[src/design/emf_regs.svh]
/*
  Register offsets, configuration width, reset values, frame figures and timing counts of the
  Ethernet user-stream framing block.
  Assumes inclusion by bare name from the package only; the design module sees its macros from there.
*/
`ifndef EMF_REGS_SVH
`define EMF_REGS_SVH

// ****************************************************************
// register offsets (byte addresses, one 32-bit word each)
// ****************************************************************
`define EMF_OFF_CFG        8'h00
`define EMF_OFF_MAXLEN     8'h04
`define EMF_OFF_RXGOOD     8'h08
`define EMF_OFF_RXBAD      8'h0C
`define EMF_OFF_TXGOOD     8'h10
`define EMF_OFF_STATUS     8'h14

// ****************************************************************
// configuration fields and reset values
// ****************************************************************
`define EMF_CFG_W          7
`define EMF_CFG_RESET      7'h08
`define EMF_MAXLEN_RESET   16'h05EE

// ****************************************************************
// frame figures
// ****************************************************************
`define EMF_VLAN_TPID      16'h8100
`define EMF_MAX_UNTAGGED   16'h05EE
`define EMF_MAX_TAGGED     16'h05F2
`define EMF_LEN_MIN_FIELD  16'h002E
`define EMF_LEN_TYPE_SPLIT 16'h0600
`define EMF_MIN_FRAME      16'h0040
`define EMF_MIN_NOFCS      16'h003C
`define EMF_HDR_BYTES      16'h000E
`define EMF_HDR_FCS_BYTES  16'h0012
`define EMF_DA_BYTES       16'h0006
`define EMF_FCS_BYTES      16'h0004

// ****************************************************************
// transmit pacing, in clock cycles per byte, and gap in bytes
// ****************************************************************
`define EMF_DIV_1G         7'h01
`define EMF_DIV_100M       7'h0A
`define EMF_DIV_10M        7'h64
`define EMF_IFG_BYTES      4'hC

`endif

[src/design/emf_pkg.sv]
/*
  Types of the Ethernet user-stream framing block: bus carriers, stream
  carriers, statistics vectors, configuration and the module state.
  Assumes emf_regs.svh on the include path.
*/
package emf_pkg;
  `include "emf_regs.svh"

  typedef struct packed {
    logic [7:0]  paddr;
    logic        psel;
    logic        penable;
    logic        pwrite;
    logic [31:0] pwdata;
  } emf_apb_req_t;

  typedef struct packed {
    logic [31:0] prdata;
    logic        pready;
    logic        pslverr;
  } emf_apb_rsp_t;

  typedef struct packed {
    logic       valid;
    logic [7:0] data;
    logic       frame_end;
    logic       fcs_bad;
    logic       phy_err;
    logic       filter_reject;
  } emf_rx_phy_t;

  typedef struct packed {
    logic [7:0] tdata;
    logic       tvalid;
    logic       tlast;
    logic       tuser;
  } emf_axis_t;

  typedef struct packed {
    logic        byte_seen;
    logic [15:0] length;
    logic        vlan;
    logic        fcs_err;
    logic        size_err;
    logic        lt_err;
    logic        filtered;
    logic        good;
  } emf_rx_stat_t;

  typedef struct packed {
    logic [7:0] txd;
    logic       tx_en;
    logic       tx_er;
    logic       append_fcs;
  } emf_tx_phy_t;

  typedef struct packed {
    logic [15:0] length;
    logic        good;
    logic        underrun;
    logic        user_abort;
  } emf_tx_stat_t;

  typedef struct packed {
    logic [1:0] speed;
    logic       tx_fcs_pass;
    logic       lt_check_en;
    logic       maxlen_en;
    logic       jumbo_en;
    logic       rx_fcs_pass;
  } emf_cfg_t;

  typedef enum logic [2:0] {
    TX_IDLE,
    TX_FILL,
    TX_WAIT,
    TX_SEND,
    TX_PAD,
    TX_ERRF,
    TX_IFG
  } emf_tx_st_t;

  typedef struct packed {
    emf_cfg_t     cfg;
    logic [15:0]  maxlen;
    logic [15:0]  rx_good;
    logic [15:0]  rx_bad;
    logic [15:0]  tx_good;
    logic [31:0]  prdata;
    logic [15:0]  rx_n;
    logic [31:0]  rx_sr;
    logic [15:0]  rx_lt;
    logic         rx_vlan;
    logic         rx_rej;
    logic         pend_v;
    logic [7:0]   pend_d;
    emf_axis_t    rx_axis;
    emf_rx_stat_t rx_stat;
    logic         rx_stat_v;
    emf_tx_st_t   tx_st;
    logic [6:0]   tick_cnt;
    logic [15:0]  tx_buf;
    logic [1:0]   buf_n;
    logic         got_last;
    logic         aborted;
    logic [15:0]  tx_cnt;
    logic [3:0]   ifg_cnt;
    emf_tx_phy_t  tx_phy;
    emf_tx_stat_t tx_stat;
    logic         tx_stat_v;
  } emf_state_t;
endpackage : emf_pkg

[src/design/emf_framing.sv]
/*
  User-side framing of an Ethernet MAC: receive stream with frame checks,
  padding and FCS handling, statistics; transmit stream with pacing,
  padding and abort handling; APB register slave.
  Assumes a byte-wide PHY-side decoder feeding rx_phy and an encoder taking
  tx_phy, all on pclk.

*/
// Chosen here: the register offsets and the APB register port.
`timescale 1ns/100ps
`default_nettype none

module emf_framing
  import emf_pkg::*;
#(
  parameter logic [3:0]  IFG_BYTES   = `EMF_IFG_BYTES,
  parameter logic [15:0] MIN_ERR_LEN = `EMF_MIN_FRAME
) (
  input  wire logic                  pclk,
  input  wire logic                  presetn,
  input  wire emf_pkg::emf_apb_req_t apb_req,
  output var  emf_pkg::emf_apb_rsp_t apb_rsp,
  input  wire emf_pkg::emf_rx_phy_t  rx_phy,
  output var  emf_pkg::emf_axis_t    rx_axis,
  output var  emf_pkg::emf_rx_stat_t rx_stat,
  output logic                       rx_stat_valid,
  input  wire emf_pkg::emf_axis_t    tx_axis,
  output logic                       tx_tready,
  output var  emf_pkg::emf_tx_phy_t  tx_phy,
  output var  emf_pkg::emf_tx_stat_t tx_stat,
  output logic                       tx_stat_valid
);
  import emf_pkg::*;

  emf_state_t q;
  emf_state_t d;

  // ****************************************************************
  // combinational next state
  // ****************************************************************
  always_comb
  begin
    logic        mapped;
    logic [31:0] rd;
    logic [15:0] idx;
    logic [15:0] ci;
    logic [7:0]  cand;
    logic        has_cand;
    logic        strip;
    logic        rej_now;
    logic        oversz;
    logic        lterr;
    logic        err;
    logic        tick;
    logic        tready_c;
    logic [6:0]  div;
    logic [15:0] min_len;
    mapped   = 1'b0;
    rd       = 32'h0000_0000;
    idx      = q.rx_n;
    ci       = 16'h0000;
    cand     = 8'h00;
    has_cand = 1'b0;
    strip    = 1'b0;
    rej_now  = 1'b0;
    oversz   = 1'b0;
    lterr    = 1'b0;
    err      = 1'b0;
    tick     = (q.tick_cnt == 7'h00);
    tready_c = 1'b0;
    div      = `EMF_DIV_1G;
    min_len  = q.cfg.tx_fcs_pass ? `EMF_MIN_FRAME : `EMF_MIN_NOFCS;
    d        = q;

    // ****************************************************************
    // apb slave: zero wait states, read data latched in setup phase
    // ****************************************************************
    case (apb_req.paddr)
      `EMF_OFF_CFG:
      begin
        mapped = 1'b1;
        rd     = {25'h0000000, q.cfg};
      end
      `EMF_OFF_MAXLEN:
      begin
        mapped = 1'b1;
        rd     = {16'h0000, q.maxlen};
      end
      `EMF_OFF_RXGOOD:
      begin
        mapped = 1'b1;
        rd     = {16'h0000, q.rx_good};
      end
      `EMF_OFF_RXBAD:
      begin
        mapped = 1'b1;
        rd     = {16'h0000, q.rx_bad};
      end
      `EMF_OFF_TXGOOD:
      begin
        mapped = 1'b1;
        rd     = {16'h0000, q.tx_good};
      end
      `EMF_OFF_STATUS:
      begin
        mapped = 1'b1;
        rd     = {30'h00000000, q.tx_st != TX_IDLE, q.rx_n != 16'h0000};
      end
      default:
      begin
        mapped = 1'b0;
        rd     = 32'h0000_0000;
      end
    endcase
    if (apb_req.psel && !apb_req.penable)
      d.prdata = rd;
    if (apb_req.psel && apb_req.penable && apb_req.pwrite)
    begin
      if (apb_req.paddr == `EMF_OFF_CFG)
        d.cfg = emf_cfg_t'(apb_req.pwdata[`EMF_CFG_W-1:0]);
      if (apb_req.paddr == `EMF_OFF_MAXLEN)
        d.maxlen = apb_req.pwdata[15:0];
    end
    apb_rsp.prdata  = q.prdata;
    apb_rsp.pready  = 1'b1;
    apb_rsp.pslverr = apb_req.psel && apb_req.penable && !mapped;

    // ****************************************************************
    // receive path
    // ****************************************************************
    d.rx_axis.tvalid    = 1'b0;
    d.rx_axis.tlast     = 1'b0;
    d.rx_axis.tuser     = 1'b0;
    d.rx_stat_v         = 1'b0;
    d.rx_stat.byte_seen = rx_phy.valid;
    if (rx_phy.valid)
    begin
      d.rx_sr = {q.rx_sr[23:0], rx_phy.data};
      if (q.rx_n != 16'hFFFF)
        d.rx_n = q.rx_n + 16'h0001;
      rej_now = q.rx_rej || (idx < `EMF_DA_BYTES && rx_phy.filter_reject);
      d.rx_rej = rej_now;
      if (idx == 16'h000C)
        d.rx_lt[15:8] = rx_phy.data;
      if (idx == 16'h000D)
      begin
        d.rx_lt[7:0] = rx_phy.data;
        d.rx_vlan    = ({q.rx_lt[15:8], rx_phy.data} == `EMF_VLAN_TPID);
      end
      // pass mode delivers every byte; otherwise the last four stay behind
      if (q.cfg.rx_fcs_pass)
      begin
        has_cand = 1'b1;
        ci       = idx;
        cand     = rx_phy.data;
      end
      else if (idx >= `EMF_FCS_BYTES)
      begin
        has_cand = 1'b1;
        ci       = idx - `EMF_FCS_BYTES;
        cand     = q.rx_sr[31:24];
      end
      strip = q.cfg.lt_check_en && !q.cfg.rx_fcs_pass && !q.rx_vlan &&
              ci >= `EMF_HDR_BYTES && q.rx_lt < `EMF_LEN_MIN_FIELD &&
              ci >= (`EMF_HDR_BYTES + q.rx_lt);
      if (has_cand && !strip)
      begin
        if (q.pend_v)
        begin
          d.rx_axis.tdata  = q.pend_d;
          d.rx_axis.tvalid = !rej_now;
        end
        d.pend_v = 1'b1;
        d.pend_d = cand;
      end
    end
    else if (rx_phy.frame_end)
    begin
      if (!q.cfg.jumbo_en)
        oversz = q.rx_n > (q.rx_vlan ? `EMF_MAX_TAGGED : `EMF_MAX_UNTAGGED);
      if (!q.cfg.jumbo_en && q.cfg.maxlen_en && q.rx_n > q.maxlen)
        oversz = 1'b1;
      if (!q.rx_vlan)
      begin
        if (q.rx_lt < `EMF_LEN_MIN_FIELD && q.rx_n != `EMF_MIN_FRAME)
          lterr = 1'b1;
        if (q.cfg.lt_check_en && q.rx_lt >= `EMF_LEN_MIN_FIELD &&
            q.rx_lt < `EMF_LEN_TYPE_SPLIT &&
            (q.rx_n - `EMF_HDR_FCS_BYTES) != q.rx_lt)
          lterr = 1'b1;
      end
      err = rx_phy.fcs_bad || rx_phy.phy_err || oversz || lterr ||
            q.rx_n < `EMF_MIN_FRAME;
      d.rx_axis.tdata     = q.pend_d;
      d.rx_axis.tvalid    = q.pend_v && !q.rx_rej;
      d.rx_axis.tlast     = q.pend_v && !q.rx_rej;
      d.rx_axis.tuser     = q.pend_v && !q.rx_rej && err;
      d.rx_stat.length    = q.rx_n;
      d.rx_stat.vlan      = q.rx_vlan;
      d.rx_stat.fcs_err   = rx_phy.fcs_bad;
      d.rx_stat.size_err  = oversz || q.rx_n < `EMF_MIN_FRAME;
      d.rx_stat.lt_err    = lterr;
      d.rx_stat.filtered  = q.rx_rej;
      d.rx_stat.good      = !err && !q.rx_rej;
      d.rx_stat_v         = 1'b1;
      if (!err && !q.rx_rej)
        d.rx_good = q.rx_good + 16'h0001;
      else
        d.rx_bad = q.rx_bad + 16'h0001;
      d.rx_n    = 16'h0000;
      d.rx_lt   = 16'hFFFF;
      d.rx_vlan = 1'b0;
      d.rx_rej  = 1'b0;
      d.pend_v  = 1'b0;
    end

    // ****************************************************************
    // transmit path: byte tick per speed
    // ****************************************************************
    case (q.cfg.speed)
      2'b01:   div = `EMF_DIV_100M;
      2'b10:   div = `EMF_DIV_10M;
      default: div = `EMF_DIV_1G;
    endcase
    d.tick_cnt  = tick ? div - 7'h01 : q.tick_cnt - 7'h01;
    d.tx_stat_v = 1'b0;
    case (q.tx_st)
      TX_FILL:  tready_c = 1'b1;
      TX_SEND:  tready_c = tick && !q.got_last;
      default:  tready_c = 1'b0;
    endcase
    tx_tready = tready_c;
    if (tick && q.tx_st != TX_SEND && q.tx_st != TX_PAD && q.tx_st != TX_ERRF)
    begin
      d.tx_phy.tx_en = 1'b0;
      d.tx_phy.tx_er = 1'b0;
      d.tx_phy.txd   = 8'h00;
    end
    d.tx_phy.append_fcs = !q.cfg.tx_fcs_pass;
    case (q.tx_st)
      TX_IDLE:
      begin
        if (tx_axis.tvalid)
        begin
          d.tx_st    = TX_FILL;
          d.buf_n    = 2'd0;
          d.got_last = 1'b0;
          d.aborted  = 1'b0;
          d.tx_cnt   = 16'h0000;
        end
      end
      TX_FILL:
      begin
        if (!tx_axis.tvalid)
        begin
          d.aborted = 1'b1;
          d.tx_st   = TX_WAIT;
        end
        else
        begin
          d.tx_buf = {q.tx_buf[7:0], tx_axis.tdata};
          d.buf_n  = q.buf_n + 2'd1;
          if (tx_axis.tuser)
            d.aborted = 1'b1;
          if (tx_axis.tlast)
            d.got_last = 1'b1;
          if (tx_axis.tuser || tx_axis.tlast || q.buf_n == 2'd1)
            d.tx_st = TX_WAIT;
        end
      end
      TX_WAIT:
      begin
        if (q.aborted && tx_axis.tvalid)
        begin
          d.tx_st    = TX_FILL;
          d.aborted  = 1'b0;
          d.buf_n    = 2'd0;
          d.got_last = 1'b0;
        end
        else if (tick)
        begin
          d.tx_cnt = 16'h0000;
          d.tx_st  = q.aborted ? TX_ERRF : TX_SEND;
        end
      end
      TX_SEND:
      begin
        if (tick)
        begin
          d.tx_phy.txd   = (q.buf_n == 2'd2) ? q.tx_buf[15:8] : q.tx_buf[7:0];
          d.tx_phy.tx_en = 1'b1;
          d.tx_phy.tx_er = 1'b0;
          d.tx_cnt       = q.tx_cnt + 16'h0001;
          if (!q.got_last)
          begin
            if (!tx_axis.tvalid || tx_axis.tuser)
            begin
              d.tx_phy.tx_er       = 1'b1;
              d.tx_st              = TX_IFG;
              d.ifg_cnt            = 4'h0;
              d.tx_stat.length     = q.tx_cnt + 16'h0001;
              d.tx_stat.good       = 1'b0;
              d.tx_stat.underrun   = !tx_axis.tvalid;
              d.tx_stat.user_abort = tx_axis.tvalid;
              d.tx_stat_v          = 1'b1;
            end
            else
            begin
              d.tx_buf = {q.tx_buf[7:0], tx_axis.tdata};
              if (tx_axis.tlast)
                d.got_last = 1'b1;
            end
          end
          else
          begin
            d.buf_n = q.buf_n - 2'd1;
            if (q.buf_n == 2'd1)
            begin
              if (q.tx_cnt + 16'h0001 < min_len)
                d.tx_st = TX_PAD;
              else
              begin
                d.tx_st              = TX_IFG;
                d.ifg_cnt            = 4'h0;
                d.tx_stat.length     = q.tx_cnt + 16'h0001;
                d.tx_stat.good       = 1'b1;
                d.tx_stat.underrun   = 1'b0;
                d.tx_stat.user_abort = 1'b0;
                d.tx_stat_v          = 1'b1;
                d.tx_good            = q.tx_good + 16'h0001;
              end
            end
          end
        end
      end
      TX_PAD:
      begin
        if (tick)
        begin
          d.tx_phy.txd   = 8'h00;
          d.tx_phy.tx_en = 1'b1;
          d.tx_phy.tx_er = 1'b0;
          d.tx_cnt       = q.tx_cnt + 16'h0001;
          if (q.tx_cnt + 16'h0001 >= min_len)
          begin
            d.tx_st              = TX_IFG;
            d.ifg_cnt            = 4'h0;
            d.tx_stat.length     = q.tx_cnt + 16'h0001;
            d.tx_stat.good       = 1'b1;
            d.tx_stat.underrun   = 1'b0;
            d.tx_stat.user_abort = 1'b0;
            d.tx_stat_v          = 1'b1;
            d.tx_good            = q.tx_good + 16'h0001;
          end
        end
      end
      TX_ERRF:
      begin
        if (tick)
        begin
          d.tx_phy.txd   = 8'h00;
          d.tx_phy.tx_en = 1'b1;
          d.tx_phy.tx_er = 1'b1;
          d.tx_cnt       = q.tx_cnt + 16'h0001;
          if (q.tx_cnt + 16'h0001 >= MIN_ERR_LEN)
          begin
            d.tx_st              = TX_IFG;
            d.ifg_cnt            = 4'h0;
            d.tx_stat.length     = q.tx_cnt + 16'h0001;
            d.tx_stat.good       = 1'b0;
            d.tx_stat.underrun   = 1'b0;
            d.tx_stat.user_abort = 1'b1;
            d.tx_stat_v          = 1'b1;
          end
        end
      end
      TX_IFG:
      begin
        if (tick)
        begin
          d.ifg_cnt = q.ifg_cnt + 4'h1;
          if (q.ifg_cnt + 4'h1 >= IFG_BYTES)
            d.tx_st = TX_IDLE;
        end
      end
      default:
        d.tx_st = TX_IDLE;
    endcase
  end

  // ****************************************************************
  // state register
  // ****************************************************************
  always_ff @(posedge pclk or negedge presetn)
  begin
    if (!presetn)
    begin
      q             <= '0;
      q.cfg         <= emf_cfg_t'(`EMF_CFG_RESET);
      q.maxlen      <= `EMF_MAXLEN_RESET;
      q.rx_lt       <= 16'hFFFF;
      q.tx_st       <= TX_IDLE;
      q.tx_phy.append_fcs <= 1'b1;
    end
    else
      q <= d;
  end

  // receive side has no stall input: data is pushed every cycle it arrives
  assign rx_axis       = q.rx_axis;
  assign rx_stat       = q.rx_stat;
  assign rx_stat_valid = q.rx_stat_v;
  assign tx_phy        = q.tx_phy;
  assign tx_stat       = q.tx_stat;
  assign tx_stat_valid = q.tx_stat_v;

endmodule : emf_framing

`default_nettype wire

[config.mk]
export PLATFORM = sky130hd
export DESIGN_NAME = emf_framing
export DESIGN_NICKNAME = d
export VERILOG_FILES = /design/src/design/emf_pkg.sv /design/src/design/emf_framing.sv
export VERILOG_INCLUDE_DIRS = /design/src /design/src/design
export SDC_FILE = /design/constraint.sdc
export NUM_CORES = 1
export LEC_CHECK = 0
export BUFFER_PORTS_ARGS = -buffer_cell sky130_fd_sc_hd__buf_4
export CORE_UTILIZATION = 45
export DETAILED_ROUTE_END_ITERATION = 8
export GPL_TIMING_DRIVEN = 0
export PLACE_DENSITY_LB_ADDON = 0.3
export SLEW_MARGIN = 40
export SYNTH_ARGS = -nofsm -noshare
export SYNTH_HDL_FRONTEND = slang
export SYNTH_SLANG_ARGS = --single-unit
[constraint.sdc]
create_clock -name pclk -period 4.1 [get_ports pclk]
set_input_delay 0.82 -clock pclk [delete_from_list [all_inputs] [get_ports pclk]]
set_output_delay 0.82 -clock pclk [all_outputs]
set_load 0.01 [all_outputs]
==> flow_summary_export.csv <==
group,metric,value,unit
critical_path,cp_slowest_stage_delay,540,ps
route,drc,0,
clocking,clk_latency,570,ps
power_and_ir_drop,cell_internal_pwr,6050,uW
clocking,clk_pin_slew,60,ps
timing,worst_hold_slack,230,ps
critical_path,reg2reg_to,"rx_axis[8]$_DFFE_PN0P_",
timing,fmaxAchievable,253,MHz
floorplanning,placement_rows,68,
yosys,ys_seq_area_share,43.3,%
clocking,ctsRootBufferMaster,"clkbuf_16",
timing,fin_setup_tns,0,ps
floorplanning,die_width,191,microns
route,routed_wire_length_per_instance,17.7,microns
yosys,yosys-top-cells-area,"dfrtp_1, mux2_2, ha_1, nand2_1, buf_4",
floorplanning,floorplan.die_area,0.0366,sq mm
critical_path,worst_ep_arrival_time,4410,ps
critical_path,regToRegStartpoint,"q[187]$_DFFE_PN0P_",
run_status,status,"finished clean",
timing,number_of_setup_violations_in_the_final_report,0,
clocking,tritoncts.num_buffers,31,
yosys,post_synth_inst_count,1705,
finish,final_net_count,2039,
yosys,post-synth-top-area-fraction,39.1,%
yosys,synth_cell_types,81,
power_and_ir_drop,totalPowerFinal,8980,uW
timing,endpoints_failing_hold,0,
yosys,synth.top_cells.by_count,"dfrtp_1, nand2_1, nor2_1, o21ai_0, buf_4",
yosys,avgSynthCellArea,9.46,sq um
global_route,global_route_wire_length_before_repair,68.3,mm
timing,post-route-period-util,96.5,%
route,route.antenna.remaining_nets,0,
critical_path,path_type_of_the_worst_setup_path,"reg -> reg",
power_and_ir_drop,power.share.sequential,38.6,%
clocking,holdBufCountCts,0,
power_and_ir_drop,switching_share,32.6,%
finish,diodes,0,
floorplanning,start_util,46.2,%
route,drt-vias-per-instance,5.48,
placement,hpwlAfterDp,31.2,mm
critical_path,timing.critical_path.to_type,"flip-flop",
clocking,clock_sink_count,278,
critical_path,r2r_setup_slack,150,ps
route,dr.first_iter.drc_count,785,
critical_path,timing.critical_path.from_type,"flip-flop",
yosys,ys_ff_latch,278,
critical_path,worst_setup_path_startpoint,"q[187]$_DFFE_PN0P_",
route,total_number_of_vias,13100,
timing,clock-skew-final,16.1,ps
global_route,pin_count_of_the_biggest_net_entering_global_routing,79,
flow_run,cap_viol_max_count,0,
critical_path,worst-path-max-fanout,10,
yosys,synthMostInstantiatedCell,"dfrtp_1",
critical_path,endpoint,"rx_axis[8]$_DFFE_PN0P_",
power_and_ir_drop,static-leakage-power,0.00916,uW
critical_path,timing.reg2reg.worst_path_depth,17,
yosys,asyncSetResetFlopFracSynth,100,%
global_route,track_usage,23.3,%
yosys,post_synthesis_instance_area,0.0161,sq mm
finish,non_filler_cells_in_the_finished_layout,2385,
route,routed_wl,42.2,mm
power_and_ir_drop,switching_power,2930,uW
clocking,cts_htree_levels,1,
critical_path,crit_slowest_cell,"dfrtp_1",
floorplanning,chipHeight,191,microns
yosys,synth_warnings,0,
critical_path,worst_path_required_time,4550,ps
timing,period_needed,3950,ps
yosys,synth.largest_area_cell,"dfrtp_1",
power_and_ir_drop,cellPowerDensity,469,mW/mm^2
clocking,tritoncts,"yes",
floorplanning,num_io_pins,170,
critical_path,worst_path_cell_chain,"nor4_4 -> and3_1 -> nor2b_1 -> buf_2 -> buf_4 -> nor2_1 -> ha_1 -> a21o_1 -> a21o_1 -> a21oi_2 -> o21ai_0 -> a21oi_1 -> o31a_1 -> buf_4 -> a21oi_4 -> buf_12 -> mux2_2",
placement,gpl_wtd_cong,0.918,
finish,syn_to_final_growth,18.7,%
global_route,number_of_antenna_violations_at_the_first_check_in_global_routing,0,
timing,rsz_0062_raised_after_global_routing,"no",
finish,filler_instances,3182,
timing,drv_slew,0,
placement,port_buffers,135,
timing,timing_worst_slew_pin_value,770,ps
yosys,number_of_synthesized_flops_with_an_enable_pin,0,
power_and_ir_drop,power_frac_comb,30.5,%
floorplanning,core_box_area,0.0349,sq mm
yosys,ys.flop_type,"dfrtp_1",
power_and_ir_drop,clock_power_share,31.0,%
route,drt_first_pass_iters,7,
finish,drive_gt1_share,24.0,%
placement,placed_cells,2314,
global_route,number_of_global_route_vias_before_repair,13000,
clocking,clock_path_buffers,3,
timing,relSlewSlack,47.3,%
global_route,globalRouteOverflowTotal,0,
power_and_ir_drop,irDropWorstVdd,0.346,mV
worst_hold_path,timing.hold.worst.class,"in -> async",
[worst min path at each step]
stage | start | end | slack (ps) | cells past startpoint
after global placement | q[71]$_DFF_PN0_ | q[71]$_DFF_PN0_ | 450 | 1
after global routing | presetn | apb_rsp[17]$_DFFE_PN0P_ | 250 | 2
after detailed placement | q[238]$_DFFE_PN0P_ | q[238]$_DFFE_PN0P_ | 460 | 1
after floorplan | q[71]$_DFF_PN0_ | q[71]$_DFF_PN0_ | 430 | 1
after CTS | presetn | q[76]$_DFF_PN0_ | 230 | 2
final | presetn | apb_rsp[17]$_DFFE_PN0P_ | 230 | 2
[final cells by class]
class | instances | area [sq um] | share of cell area (%)
Multi-Input combinational cell | 1200 | 7990 | 41.8
Sequential cell | 278 | 7000 | 36.5
Timing Repair Buffer | 156 | 1270 | 6.64
Buffer | 182 | 1080 | 5.63
Clock buffer | 45 | 868 | 4.54
Tap cell | 455 | 569 | 2.97
Inverter | 56 | 213 | 1.11
Clock inverter | 13 | 153 | 0.798
[sequential cells by signal, summed over array words and instances (netlist names)]
| name | count |
|---|---|
| apb_rsp | 16 |
| q | 196 |
| rx_axis | 11 |
| rx_stat | 23 |
| rx_stat_valid | 1 |
| tx_phy | 11 |
| tx_stat | 19 |
| tx_stat_valid | 1 |
[placed cells by master (no fill, tap or decap), types with 6 or more instances in the layout]
| cell | count |
|---|---|
| o211ai_1 | 6 |
| nand2b_1 | 17 |
| o21ai_0 | 120 |
| nor3_1 | 38 |
| a22oi_1 | 13 |
| clkbuf_1 | 66 |
| a211oi_1 | 7 |
| o21a_1 | 6 |
| a31oi_1 | 19 |
| nand4_1 | 22 |
| xor2_1 | 56 |
| clkbuf_16 | 31 |
| a21oi_1 | 62 |
| mux2i_1 | 34 |
| a21o_1 | 17 |
| dfstp_2 | 26 |
| mux2_2 | 76 |
| xnor2_1 | 57 |
| and4_1 | 7 |
| nor2b_1 | 9 |
| buf_2 | 8 |
| o31ai_1 | 11 |
| and3_1 | 22 |
| buf_4 | 251 |
| dfrtp_1 | 247 |
| ha_1 | 64 |
| or3_1 | 9 |
| inv_1 | 50 |
| nand2_1 | 211 |
| conb_1 | 17 |
| or2_2 | 8 |
| nor4_1 | 17 |
| a22o_1 | 19 |
| buf_1 | 13 |
| nor2_1 | 121 |
| clkinv_2 | 6 |
| nand3_1 | 43 |
| or4_1 | 8 |
| and2_1 | 7 |
[cell families after synthesis]
group | Yosys count | synth area share [%]
adder cells (fa/ha/maj) | 65 | 5.04
XOR/XNOR | 113 | 6.14
other | 2 | 0.0466
flip-flops | 278 | 43.3
multiplexers | 110 | 7.42
AND/OR/NAND/NOR | 568 | 17.0
buffers and inverters | 242 | 8.03
AO/OA/AOI/OAI | 327 | 13.0
[per-layer routing]
layer  GRT usage, %  vias up  wire length, microns
met5              0        -                     0
met4           7.14        0                  1120
met3           3.60       66                  2470
met2           38.4      414                 20100
met1           31.3     6350                 18500
li1               -     6244                     -
[power groups by stage]
stage / Sequential, uW / Clock (uW) / Combinational (uW)
floorplan: 3420 / 0 / 1890
global placement: 3500 / 0 / 2530
detailed placement: 3520 / 0 / 2630
CTS: 3490 / 2840 / 2660
global route: 3520 / 2940 / 3020
finish: 3460 / 2780 / 2740
[metrics by stage]
step | instance area (sq um) | setup WS, ps | utilization (%)
floorplan | 16200 | 208 | -
global placement | 17800 | -755 | 50.9
detailed placement | 17900 | -852 | 51.3
CTS | 19000 | 3.10 | 54.5
global route | 19100 | 9.92 | 54.9
finish | 19100 | 145 | 54.9
[worst max-delay path: cells and delay by family, from the launching register on]
family	cells	cell delay, ps
AOI/OAI and AO/OA	7	1120
adders and majority gates	1	280
buffers and inverters	4	760
DFF	1	540
muxes	1	270
and+or+nand+nor	4	860
[what timing repair did]
| action | in CTS | in global routing |
|---|---|---|
| setup buffers | 4 | 13 |
| setup endpoints to repair | 23 | 47 |
| resized for setup | 16 | 11 |
| pin swaps | 2 | 1 |
Note: power is estimated with default switching activity, not from simulation.
